--- src/logic/ats_pkg.sv ---
package ats_pkg;
    localparam int DATA_W = 8;
    localparam int PRESC_W = 10;
    localparam int NUM_PATHS = 3;
    localparam int IDX_COUNT = 0;
    localparam int IDX_COMPARE = 1;
    localparam int IDX_CONTROL = 2;
    localparam logic [1:0] XFER_EDGES = 2'h2;
    localparam int FLAG_SYNC_STAGES = 3;
    localparam logic [2:0] STALL_CYCLES = 3'h4;
    localparam logic [2:0] STALL_ZERO = 3'h0;
    localparam logic [2:0] STALL_ONE = 3'h1;
    localparam logic [7:0] COUNT_MAX = 8'hff;
    localparam logic [7:0] COUNT_ONE = 8'h01;
    localparam logic [7:0] CTRL_RESET = 8'h00;
    localparam logic [7:0] COUNT_RESET = 8'h00;
    localparam logic [7:0] COMPARE_RESET = 8'h00;
    localparam logic [PRESC_W-1:0] PRESC_ONE = 10'h001;
    localparam logic [PRESC_W-1:0] PRESC_ZERO = 10'h000;
    localparam logic [1:0] EDGE_ONE = 2'h1;
    localparam logic [1:0] EDGE_ZERO = 2'h0;
    // Control field positions
    localparam int CS_LSB = 0;
    localparam int CS_MSB = 2;
    localparam int COM_LSB = 4;
    localparam int COM_MSB = 5;
    // Clock select codes
    localparam logic [2:0] CS_STOP = 3'h0;
    localparam logic [2:0] CS_DIV1 = 3'h1;
    localparam logic [2:0] CS_DIV8 = 3'h2;
    localparam logic [2:0] CS_DIV32 = 3'h3;
    localparam logic [2:0] CS_DIV64 = 3'h4;
    localparam logic [2:0] CS_DIV128 = 3'h5;
    localparam logic [2:0] CS_DIV256 = 3'h6;
    localparam logic [2:0] CS_DIV1024 = 3'h7;
    // Prescaler tap masks: tick when all masked bits are ones
    localparam logic [PRESC_W-1:0] MASK_DIV8 = 10'h007;
    localparam logic [PRESC_W-1:0] MASK_DIV32 = 10'h01f;
    localparam logic [PRESC_W-1:0] MASK_DIV64 = 10'h03f;
    localparam logic [PRESC_W-1:0] MASK_DIV128 = 10'h07f;
    localparam logic [PRESC_W-1:0] MASK_DIV256 = 10'h0ff;
    localparam logic [PRESC_W-1:0] MASK_DIV1024 = 10'h3ff;
    // Compare output modes
    localparam logic [1:0] COM_OFF = 2'h0;
    localparam logic [1:0] COM_TOGGLE = 2'h1;
    localparam logic [1:0] COM_CLEAR = 2'h2;
    localparam logic [1:0] COM_SET = 2'h3;

    typedef enum logic [1:0] {
        WK_IDLE,
        WK_PENDING,
        WK_STALL,
        WK_DISPATCH
    } ats_wake_e;

    typedef struct packed {
        logic [NUM_PATHS-1:0][DATA_W-1:0] tmp;
        logic [NUM_PATHS-1:0] busy;
        logic [NUM_PATHS-1:0][1:0] edges;
        logic [NUM_PATHS-1:0][DATA_W-1:0] dest;
        logic [PRESC_W-1:0] presc;
        logic osc_prev;
        logic [DATA_W-1:0] shadow;
        logic match_block;
        logic [FLAG_SYNC_STAGES-1:0] cmp_pipe;
        logic [FLAG_SYNC_STAGES-1:0] ovf_pipe;
        logic cmp_flag;
        logic ovf_flag;
        logic cmp_out;
        ats_wake_e wake;
        logic [2:0] stall_cnt;
        logic armed;
        logic wake_pulse;
        logic dispatch;
        logic pd_prev;
        logic regs_lost;
    } ats_state_s;
endpackage

--- src/logic/ats_timer.sv ---
`timescale 1ns/100ps
// Behaviour
// - Tick enables I/O clock or oscillator edges
// - Async writes land after two oscillator edges
// - Separate holding register per destination
// - Busy flags show pending transfers
// - No compare match during count/compare update
// - Wake logic re-arms on next oscillator rise (timer tick in sync mode)
// - Oscillator runs with async clock select, except in power-down
// - Registers undefined after power-down wake
// - Wake starts on next timer tick
// - Stall four cycles then dispatch interrupt
// - Counter read via shadow refreshed on edges
// - Shadow holds pre-sleep value until edge
// - Async flags arrive three cycles after tick
// - Compare pin changes on timer tick
// - Default I/O clock; select detaches pins
// - Prescaler offers stop, 1, 8..1024
// - Prescaler reset bit restarts prescaler
// - Count busy sets on write, clears on copy
// - Clock select field code mapping
module ats_timer
    import ats_pkg::*;
(
    input wire logic CLK,
    input wire logic RESETN,
    input wire logic ASYNC_CLOCK_SELECT,
    input wire logic OSC_INPUT_PIN,
    input wire logic PRESCALER_RESET_BIT,
    input wire logic COUNT_WR,
    input wire logic [7:0] COUNT_WDATA,
    input wire logic COMPARE_WR,
    input wire logic [7:0] COMPARE_WDATA,
    input wire logic CONTROL_WR,
    input wire logic [7:0] CONTROL_WDATA,
    input wire logic COMPARE_IRQ_ENABLE,
    input wire logic OVERFLOW_IRQ_ENABLE,
    input wire logic COMPARE_FLAG_CLEAR,
    input wire logic OVERFLOW_FLAG_CLEAR,
    input wire logic SLEEP_POWER_SAVE,
    input wire logic SLEEP_POWER_DOWN,
    output logic [7:0] TIMER_COUNT_VALUE,
    output logic [7:0] TIMER_COMPARE_VALUE,
    output logic [7:0] TIMER_CONTROL_REG,
    output logic COUNT_UPDATE_BUSY,
    output logic COMPARE_UPDATE_BUSY,
    output logic CONTROL_UPDATE_BUSY,
    output logic COMPARE_MATCH_FLAG,
    output logic OVERFLOW_FLAG,
    output logic COMPARE_OUTPUT_PIN,
    output logic OSC_ENABLE,
    output logic OSC_PINS_DETACHED,
    output logic WAKE_REQUEST,
    output logic CPU_STALL,
    output logic IRQ_DISPATCH,
    output logic REGS_LOST
);
    logic [1:0] rst_sync_q;
    logic rst_n;
    ats_state_s s_q;
    ats_state_s s_d;

    logic osc_en;
    logic osc_rise;
    logic src_tick;
    logic timer_tick;
    logic [2:0] clk_sel;
    logic [1:0] com_mode;
    logic [PRESC_W-1:0] tap_mask;
    logic tap_hit;
    logic [NUM_PATHS-1:0] wr;
    logic [NUM_PATHS-1:0][DATA_W-1:0] wdata;
    logic cmp_event;
    logic ovf_event;
    logic cmp_set;
    logic ovf_set;
    logic irq_cond;

    // Reset release through two flops
    always_ff @(posedge CLK or negedge RESETN) begin
        if (!RESETN) begin
            rst_sync_q <= 2'h0;
        end else begin
            rst_sync_q <= {rst_sync_q[0], 1'b1};
        end
    end
    assign rst_n = rst_sync_q[1];

    assign wr = {CONTROL_WR, COMPARE_WR, COUNT_WR};
    assign wdata = {CONTROL_WDATA, COMPARE_WDATA, COUNT_WDATA};
    assign clk_sel = s_q.dest[IDX_CONTROL][CS_MSB:CS_LSB];
    assign com_mode = s_q.dest[IDX_CONTROL][COM_MSB:COM_LSB];

    assign osc_en = ASYNC_CLOCK_SELECT && !SLEEP_POWER_DOWN;
    assign osc_rise = osc_en && OSC_INPUT_PIN && !s_q.osc_prev;
    // Source tick: every I/O clock outside power-save and power-down, or each oscillator rise
    always_comb begin
        if (ASYNC_CLOCK_SELECT) begin
            src_tick = osc_rise;
        end else begin
            src_tick = !SLEEP_POWER_SAVE && !SLEEP_POWER_DOWN;
        end
    end

    always_comb begin
        unique case (clk_sel)
            CS_STOP: tap_mask = PRESC_ZERO;
            CS_DIV1: tap_mask = PRESC_ZERO;
            CS_DIV8: tap_mask = MASK_DIV8;
            CS_DIV32: tap_mask = MASK_DIV32;
            CS_DIV64: tap_mask = MASK_DIV64;
            CS_DIV128: tap_mask = MASK_DIV128;
            CS_DIV256: tap_mask = MASK_DIV256;
            CS_DIV1024: tap_mask = MASK_DIV1024;
        endcase
    end
    assign tap_hit = (s_q.presc & tap_mask) == tap_mask;
    assign timer_tick = src_tick && tap_hit && (clk_sel != CS_STOP);

    // Match needs no pending count or compare update
    assign cmp_event = timer_tick
        && (s_q.dest[IDX_COUNT] == s_q.dest[IDX_COMPARE])
        && !s_q.busy[IDX_COUNT] && !s_q.busy[IDX_COMPARE]
        && !s_q.match_block;
    assign ovf_event = timer_tick && (s_q.dest[IDX_COUNT] == COUNT_MAX);

    // Async flags pass three CPU stages after the tick
    assign cmp_set = ASYNC_CLOCK_SELECT ?
        s_q.cmp_pipe[FLAG_SYNC_STAGES-1] : cmp_event;
    assign ovf_set = ASYNC_CLOCK_SELECT ?
        s_q.ovf_pipe[FLAG_SYNC_STAGES-1] : ovf_event;
    assign irq_cond = (cmp_event && COMPARE_IRQ_ENABLE)
        || (ovf_event && OVERFLOW_IRQ_ENABLE);

    always_comb begin
        s_d = s_q;
        s_d.wake_pulse = 1'b0;
        s_d.dispatch = 1'b0;
        s_d.osc_prev = OSC_INPUT_PIN && osc_en;

        if (PRESCALER_RESET_BIT) begin
            s_d.presc = PRESC_ZERO;
        end else if (src_tick) begin
            s_d.presc = s_q.presc + PRESC_ONE;
        end

        if (timer_tick) begin
            s_d.dest[IDX_COUNT] = s_q.dest[IDX_COUNT] + COUNT_ONE;
            s_d.match_block = 1'b0;
        end

        if (cmp_event) begin
            unique case (com_mode)
                COM_OFF: s_d.cmp_out = s_q.cmp_out;
                COM_TOGGLE: s_d.cmp_out = !s_q.cmp_out;
                COM_CLEAR: s_d.cmp_out = 1'b0;
                COM_SET: s_d.cmp_out = 1'b1;
            endcase
        end

        // Holding register and busy per destination
        for (int i = 0; i < NUM_PATHS; i++) begin
            if (s_q.busy[i] && osc_rise) begin
                s_d.edges[i] = s_q.edges[i] + EDGE_ONE;
                if (s_q.edges[i] + EDGE_ONE == XFER_EDGES) begin
                    s_d.dest[i] = s_q.tmp[i];
                    s_d.busy[i] = 1'b0;
                end
            end
            if (wr[i]) begin
                if (ASYNC_CLOCK_SELECT) begin
                    s_d.tmp[i] = wdata[i];
                    s_d.busy[i] = 1'b1;
                    s_d.edges[i] = EDGE_ZERO;
                end else begin
                    s_d.dest[i] = wdata[i];
                end
            end
        end
        if (COUNT_WR) begin
            s_d.match_block = 1'b1;
        end

        // Shadow: per oscillator rise in async mode, else every cycle outside power-save
        if (ASYNC_CLOCK_SELECT) begin
            if (osc_rise) begin
                s_d.shadow = s_q.dest[IDX_COUNT];
            end
        end else if (!SLEEP_POWER_SAVE) begin
            s_d.shadow = s_q.dest[IDX_COUNT];
        end

        s_d.cmp_pipe = {s_q.cmp_pipe[FLAG_SYNC_STAGES-2:0], cmp_event};
        s_d.ovf_pipe = {s_q.ovf_pipe[FLAG_SYNC_STAGES-2:0], ovf_event};
        // Set wins over clear
        s_d.cmp_flag = cmp_set || (s_q.cmp_flag && !COMPARE_FLAG_CLEAR);
        s_d.ovf_flag = ovf_set || (s_q.ovf_flag && !OVERFLOW_FLAG_CLEAR);

        unique case (s_q.wake)
            WK_IDLE: begin
                if (SLEEP_POWER_SAVE && s_q.armed && irq_cond) begin
                    s_d.wake = WK_PENDING;
                end
            end
            WK_PENDING: begin
                if (timer_tick) begin
                    s_d.wake = WK_STALL;
                    s_d.wake_pulse = 1'b1;
                    s_d.stall_cnt = STALL_CYCLES;
                    s_d.armed = 1'b0;
                end
            end
            WK_STALL: begin
                s_d.stall_cnt = s_q.stall_cnt - STALL_ONE;
                if (s_q.stall_cnt == STALL_ONE) begin
                    s_d.wake = WK_DISPATCH;
                end
            end
            WK_DISPATCH: begin
                s_d.dispatch = 1'b1;
                s_d.wake = WK_IDLE;
            end
        endcase
        // Re-arm on the next oscillator rise, or on a timer tick without async clock
        if (!s_q.armed && s_q.wake == WK_IDLE
            && (ASYNC_CLOCK_SELECT ? osc_rise : timer_tick)) begin
            s_d.armed = 1'b1;
        end

        s_d.pd_prev = SLEEP_POWER_DOWN;
        if (s_q.pd_prev && !SLEEP_POWER_DOWN) begin
            s_d.regs_lost = 1'b1;
        end else if (|wr) begin
            s_d.regs_lost = 1'b0;
        end
    end

    always_ff @(posedge CLK or negedge rst_n) begin
        if (!rst_n) begin
            s_q.tmp <= '0;
            s_q.busy <= '0;
            s_q.edges <= '0;
            s_q.dest[IDX_COUNT] <= COUNT_RESET;
            s_q.dest[IDX_COMPARE] <= COMPARE_RESET;
            s_q.dest[IDX_CONTROL] <= CTRL_RESET;
            s_q.presc <= PRESC_ZERO;
            s_q.osc_prev <= 1'b0;
            s_q.shadow <= COUNT_RESET;
            s_q.match_block <= 1'b0;
            s_q.cmp_pipe <= '0;
            s_q.ovf_pipe <= '0;
            s_q.cmp_flag <= 1'b0;
            s_q.ovf_flag <= 1'b0;
            s_q.cmp_out <= 1'b0;
            s_q.wake <= WK_IDLE;
            s_q.stall_cnt <= STALL_ZERO;
            s_q.armed <= 1'b1;
            s_q.wake_pulse <= 1'b0;
            s_q.dispatch <= 1'b0;
            s_q.pd_prev <= 1'b0;
            s_q.regs_lost <= 1'b0;
        end else begin
            s_q <= s_d;
        end
    end

    assign TIMER_COUNT_VALUE = s_q.shadow;
    assign TIMER_COMPARE_VALUE = s_q.dest[IDX_COMPARE];
    assign TIMER_CONTROL_REG = s_q.dest[IDX_CONTROL];
    assign COUNT_UPDATE_BUSY = s_q.busy[IDX_COUNT];
    assign COMPARE_UPDATE_BUSY = s_q.busy[IDX_COMPARE];
    assign CONTROL_UPDATE_BUSY = s_q.busy[IDX_CONTROL];
    assign COMPARE_MATCH_FLAG = s_q.cmp_flag;
    assign OVERFLOW_FLAG = s_q.ovf_flag;
    assign COMPARE_OUTPUT_PIN = s_q.cmp_out;
    assign OSC_ENABLE = osc_en;
    assign OSC_PINS_DETACHED = ASYNC_CLOCK_SELECT;
    assign WAKE_REQUEST = s_q.wake_pulse;
    assign CPU_STALL = (s_q.wake == WK_STALL);
    assign IRQ_DISPATCH = s_q.dispatch;
    assign REGS_LOST = s_q.regs_lost;
endmodule

--- config.mk ---
export PLATFORM = sky130hd
export DESIGN_NAME = ats_timer
export DESIGN_NICKNAME = d
export VERILOG_FILES = /design/src/logic/ats_pkg.sv /design/src/logic/ats_timer.sv
export SDC_FILE = /design/constraint.sdc
export NUM_CORES = 1
export LEC_CHECK = 0
export BUFFER_PORTS_ARGS = -buffer_cell sky130_fd_sc_hd__buf_2
export CAP_MARGIN = 25
export CORE_UTILIZATION = 40
export DETAILED_ROUTE_END_ITERATION = 16
export GPL_TIMING_DRIVEN = 0
export SYNTH_ARGS = -nofsm -noshare
export SYNTH_HDL_FRONTEND = slang
export SYNTH_SLANG_ARGS = --single-unit
--- constraint.sdc ---
create_clock -name CLK -period 2.8 [get_ports CLK]
set_input_delay 0.42 -clock CLK [delete_from_list [all_inputs] [get_ports CLK]]
set_output_delay 0.42 -clock CLK [all_outputs]
set_load 0.1 [all_outputs]
# ---- Word level (Yosys, flattened, before mapping)
# Memories as Yosys holds them, arrays and structs flattened.
# Cells that the tools add are included.
dict set report classes {
  add_sub_neg 6
  n_mul 0
  div_mod_pow 0
  order_cmp 0
  eq_ne 18
  n_shift 0
  mux 56
  n_bitwise 2
  reduce_logical 54
}
# operator count
set ops {}
lappend ops {{2-to-1 mux 8 bit} 16}
lappend ops {{2-to-1 mux 2 bit} 12}
lappend ops {{logical AND 1 bit} 23}
lappend ops {{2-to-1 mux 1 bit} 22}
lappend ops {{2-to-1 mux 10 bit} 2}
lappend ops {{equality test 2 bit, second input constant} 7}
lappend ops {{AND reduction 2 bit} 7}
lappend ops {{nonzero test 2 bit} 6}
lappend ops {{adder 10 x 1 -> 10 bit, second input constant} 1}
lappend ops {{AND 10 bit} 1}
lappend ops {{equality test 10 bit} 1}
lappend ops {{zero test 1 bit} 10}
lappend ops {{adder 8 x 1 -> 8 bit, second input constant} 1}
lappend ops {{equality test 8 bit} 1}
lappend ops {{equality test 8 bit, second input constant} 1}
lappend ops {{one-hot mux 2 bit (4 select lines)} 1}
lappend ops {{2-to-1 mux 7 bit} 1}
lappend ops {{adder 2 x 1 -> 2 bit, second input constant} 3}
lappend ops {{!= test 2 bit, second input constant} 3}
lappend ops {{one-hot mux 3 bit (2 select lines)} 1}
lappend ops {{equality test 2 x 1 -> 1 bit, second input constant} 2}
lappend ops {{zero test 2 bit} 2}
lappend ops {{!= test 2 x 1 -> 1 bit, second input constant} 2}
lappend ops {{equality test 3 x 1 -> 1 bit, second input constant} 1}
lappend ops {{other kinds (7)} 9}
dict set report word_totals {
  regBits 98
  latchBits 0
  mem_bits_rw 0
  mem_bits_ro 80
  out_inout_bits 36
  mem_count 1
}
# name depth word_bits rd rd_ports_with_merged_regs wr line_no
set mem_list {}
lappend mem_list {{(name not given)} 8 10 1 0 0 ats_timer.sv:106} ;# unique case (clk_sel)

# ---- Logic depth before layout (Yosys ltp)
dict set report depth {
  depth_word 16
  mapped_depth 7
  mapped_depth_nobuf 6
}

# ---- Least setup slack after synthesis
# Ideal clock, no wire load.
dict set report synth_path {
  path_type {input to output}
  from {in ASYNC_CLOCK_SELECT}
  to {out OSC_ENABLE}
  arrival_ps 2085
  required_ps 2380
  slack_ps 295
  path_stages 3
  n_path_buf 1
  path_cell_list {clkbuf_1 inv_1 nor2_1}
}
dict set report synth_between {
  elab_chain_len 1
}
# item line_no
set synth_lines {}
lappend synth_lines {{start: declaration} ats_timer.sv:27} ;# input wire logic ASYNC_CLOCK_SELECT,
lappend synth_lines {{logical AND 1 bit} ats_timer.sv:94} ;# assign osc_en = ASYNC_CLOCK_SELECT && !SLEEP_POWER_DOWN;
lappend synth_lines {{end: declaration} ats_timer.sv:51} ;# output logic OSC_ENABLE,
# No other way between the ends.

==> metrics <==
outcome finished with violations; failing checks design-rule violations; Worst-path clk slew 60 ps; DP HPWL between 7 and 8 mm; CP peak stage delay 500 ps; first-pass GRT wire length around 16 mm; worst-path maximum fanout 10; P_int 2550 uW; commonest non-fill, non-tap cell in the layout dfrtp_1; Final Hold Viols 0; layout cells sized above 1 0.305; Fin Clk Skew 8.74 ps; most frequent cells in the layout dfrtp_1, buf_2, nand2_1; Syn Inst Count roughly 430; Worst slew margin 0.622; library cells used by synthesis 54; total of max-cap violations 0; Synth Area in Simple Gates 0.138; Post-Route WL 10.1 mm; mux share of post-synthesis cell area 0.113; hold-fix buffer count after cts 1; Remaining DRCs 2; Total Routing Usage GR 0.180; Routability Congestion 0.796; syn avg cell area between 10 and 15 um2; CP required around 2400 ps; Finished Core Util 0.485; Initial Util 0.411; combinational power share 0.284; Mapped Nets 470; Synth Area in Adders 0.0187; core region area 11400 um2; WP data arrival 1970 ps; Die Span X 110 um; Fillers around 1100; Post-CTS Setup Bufs 0; Fmax ~0.42 GHz; LEAKAGE about 0.0027 uW; minimum clock period between 2000 and 2500 ps; CP endpoint kind primary output; Reg power frac 0.434; Net Switching about 1500 uW; switch share 0.364; Area Growth Syn to Fin 18.0%; vias 3320; WL/cell about 15 um; nets 555; top_reg_cell synth dfrtp_1; Hold Worst Slack roughly 270 ps; Async SR Flop Fraction 1.00; vias in the first global route around 3300; Compound-Gate Fraction of Synth Area 0.0960; Max VDD drop between 0.3 and 0.4 mV; GRT overflow 0; Tcrit/Tclk final 0.855; # setup viols final 0; post-CTS sizing 0; Crit path top cell by count clkbuf_1; clock tree buffer depth 2; Synth area leaders dfrtp_1, mux2_2, buf_4, mux2i_1, nand2_1; top cell type's share of synthesized area 0.517; initial antenna violation count 0; Slowest cell on crit path buf_2; Slew Limit Fails 0; CTS Buf Count 9; Ys Warns 0; clock root buffer clkbuf_16; Vias/cell between 5 and 6; largest net degree at the start of global routing 61; clock sink count roughly 100; register area share after synthesis 0.523; number of synthesized flops with an enable pin 0; pin slew with the least headroom to its limit around 560 ps; Initial DRC Count between 80 and 90; area leader, netlist dfrtp_1; row count 39; Pwr Density approximately 720 nW/um2; die height roughly 110 um; Synth Area in XOR/XNOR 0.0467; Hold WC Path Type in -> reg; critical path type reg -> out; die area ~12000 um2; crit path launch type register; #FFs+latches synth between 90 and 100; IO Pins 74; part of the power in the clock network 0.282; post-route ant nets 0; ANT cells 0; Mapped Area 4690 um2; Pre-Repair DR Iteration Count 10; TNS Setup 0 ps; Port Buffers 72; unrepaired setup endpoints after global routing false; largest family of logic cells by synthesized area simple AND/OR/NAND/NOR gates; Max H-tree Level 3; worst skew pair latency around 340 ps; CTS tree built; worst-path cell chain clkbuf_1 -> nor2b_1 -> clkbuf_1 -> buf_2
## registers in the layout, indices dropped and copies added (netlist names), named ones only
| name | flops |
|---|---|
| TIMER_COUNT_VALUE | 8 |
| CONTROL_UPDATE_BUSY | 1 |
| REGS_LOST | 1 |
| COMPARE_MATCH_FLAG | 1 |
| COUNT_UPDATE_BUSY | 1 |
| rst_sync_q | 2 |
| s_d | 4 |
| s_q | 58 |
| IRQ_DISPATCH | 1 |
| COMPARE_OUTPUT_PIN | 1 |
| COMPARE_UPDATE_BUSY | 1 |
| TIMER_COMPARE_VALUE | 8 |
| OVERFLOW_FLAG | 1 |
| TIMER_CONTROL_REG | 8 |
| WAKE_REQUEST | 1 |
## power by group through the flow
stage / sequential (uW) / combinational [uW] / clock [uW]
after floorplan: 1760 / 928 / 0
after global routing: 1770 / 1220 / 1220
final: 1740 / 1140 / 1130
after CTS: 1740 / 1150 / 1160
after global placement: 1770 / 1110 / 0
after detailed placement: 1760 / 1140 / 0
## worst paths after layout
path / to / slack [ps] / cells after the start / from
hold reg to reg: s_q[94] / 320 / 0 / rst_sync_q[1]
setup / recovery: CPU_STALL / 410 / 4 / register
min in group asynchronous: s_q[94] / 320 / 0 / rst_sync_q[1]
hold / removal: s_q[1] / 270 / 1 / SLEEP_POWER_DOWN
max in group asynchronous: s_q[4] / 1770 / 1 / rst_sync_q[1]
setup reg to reg: s_q[6] / 720 / 6 / TIMER_CONTROL_REG[1]
## synth_stat cells, drive strengths merged, types with 2 or more instances
library cell,instances
a32oi,2
a311oi,3
a21boi,2
o22ai,2
nand2,48
nor3,8
o21bai,2
o21ai,29
inv,15
nor2,23
a22oi,6
dfrtp,97
and2,2
a21oi,8
and3,10
clkbuf,6
ha,7
mux2,31
or3,3
xnor2,8
xor2,17
buf,31
a41oi,2
nand4,11
mux2i,18
nand3,10
nor2b,6
a21o,2
## worst max-delay path, delay by kind of cell (launching register included)
family	cells	cell delay [ps]
buf+inv	3	1130
simple gates	1	180
flops	1	320
## cells by family (layout without fill, tap and decap cells)
logic type / after synthesis / count (layout)
AOI/OAI and AO/OA: 65 / 65
buffers and inverters: 52 / 142
DFF: 98 / 98
adders and majority gates: 7 / 7
xor gates and xnor gates: 25 / 25
and+or+nand+nor: 128 / 128
other: 1 / 1
muxes: 49 / 49
## metal layers
layer  vias up  GRT usage  wire length, um
met4         0     0.0705              160
met2        46      0.286             4820
met1      1624      0.245             4790
li1       1639          -                -
met3        11     0.0300              286
met5         -          0                0
## final cells by class
class | count | area [um2] | share of cell area
flip-flops and latches | 98 | 2460 | 0.444
multi-input cells | 275 | 1940 | 0.350
repair buffers | 74 | 398 | 0.0719
clock buffers | 13 | 250 | 0.0452
plain buffers | 37 | 241 | 0.0436
well taps | 143 | 179 | 0.0323
inverters | 15 | 56.3 | 0.0102
clock inverters | 3 | 15.0 | 0.00271
## per-stage QoR
step / area [um2] / setup WS, ps / instances / power, uW
final: 5540 / 407 / 658 / 4000
after global routing: 5540 / 262 / 658 / 4200
after CTS: 5540 / 403 / 658 / 4050
after detailed placement: 5260 / 492 / 641 / 2910
after global placement: 5230 / 517 / 640 / 2880
after floorplan: 4690 / 295 / 425 / 2680
(Power assumes the default switching activity.)
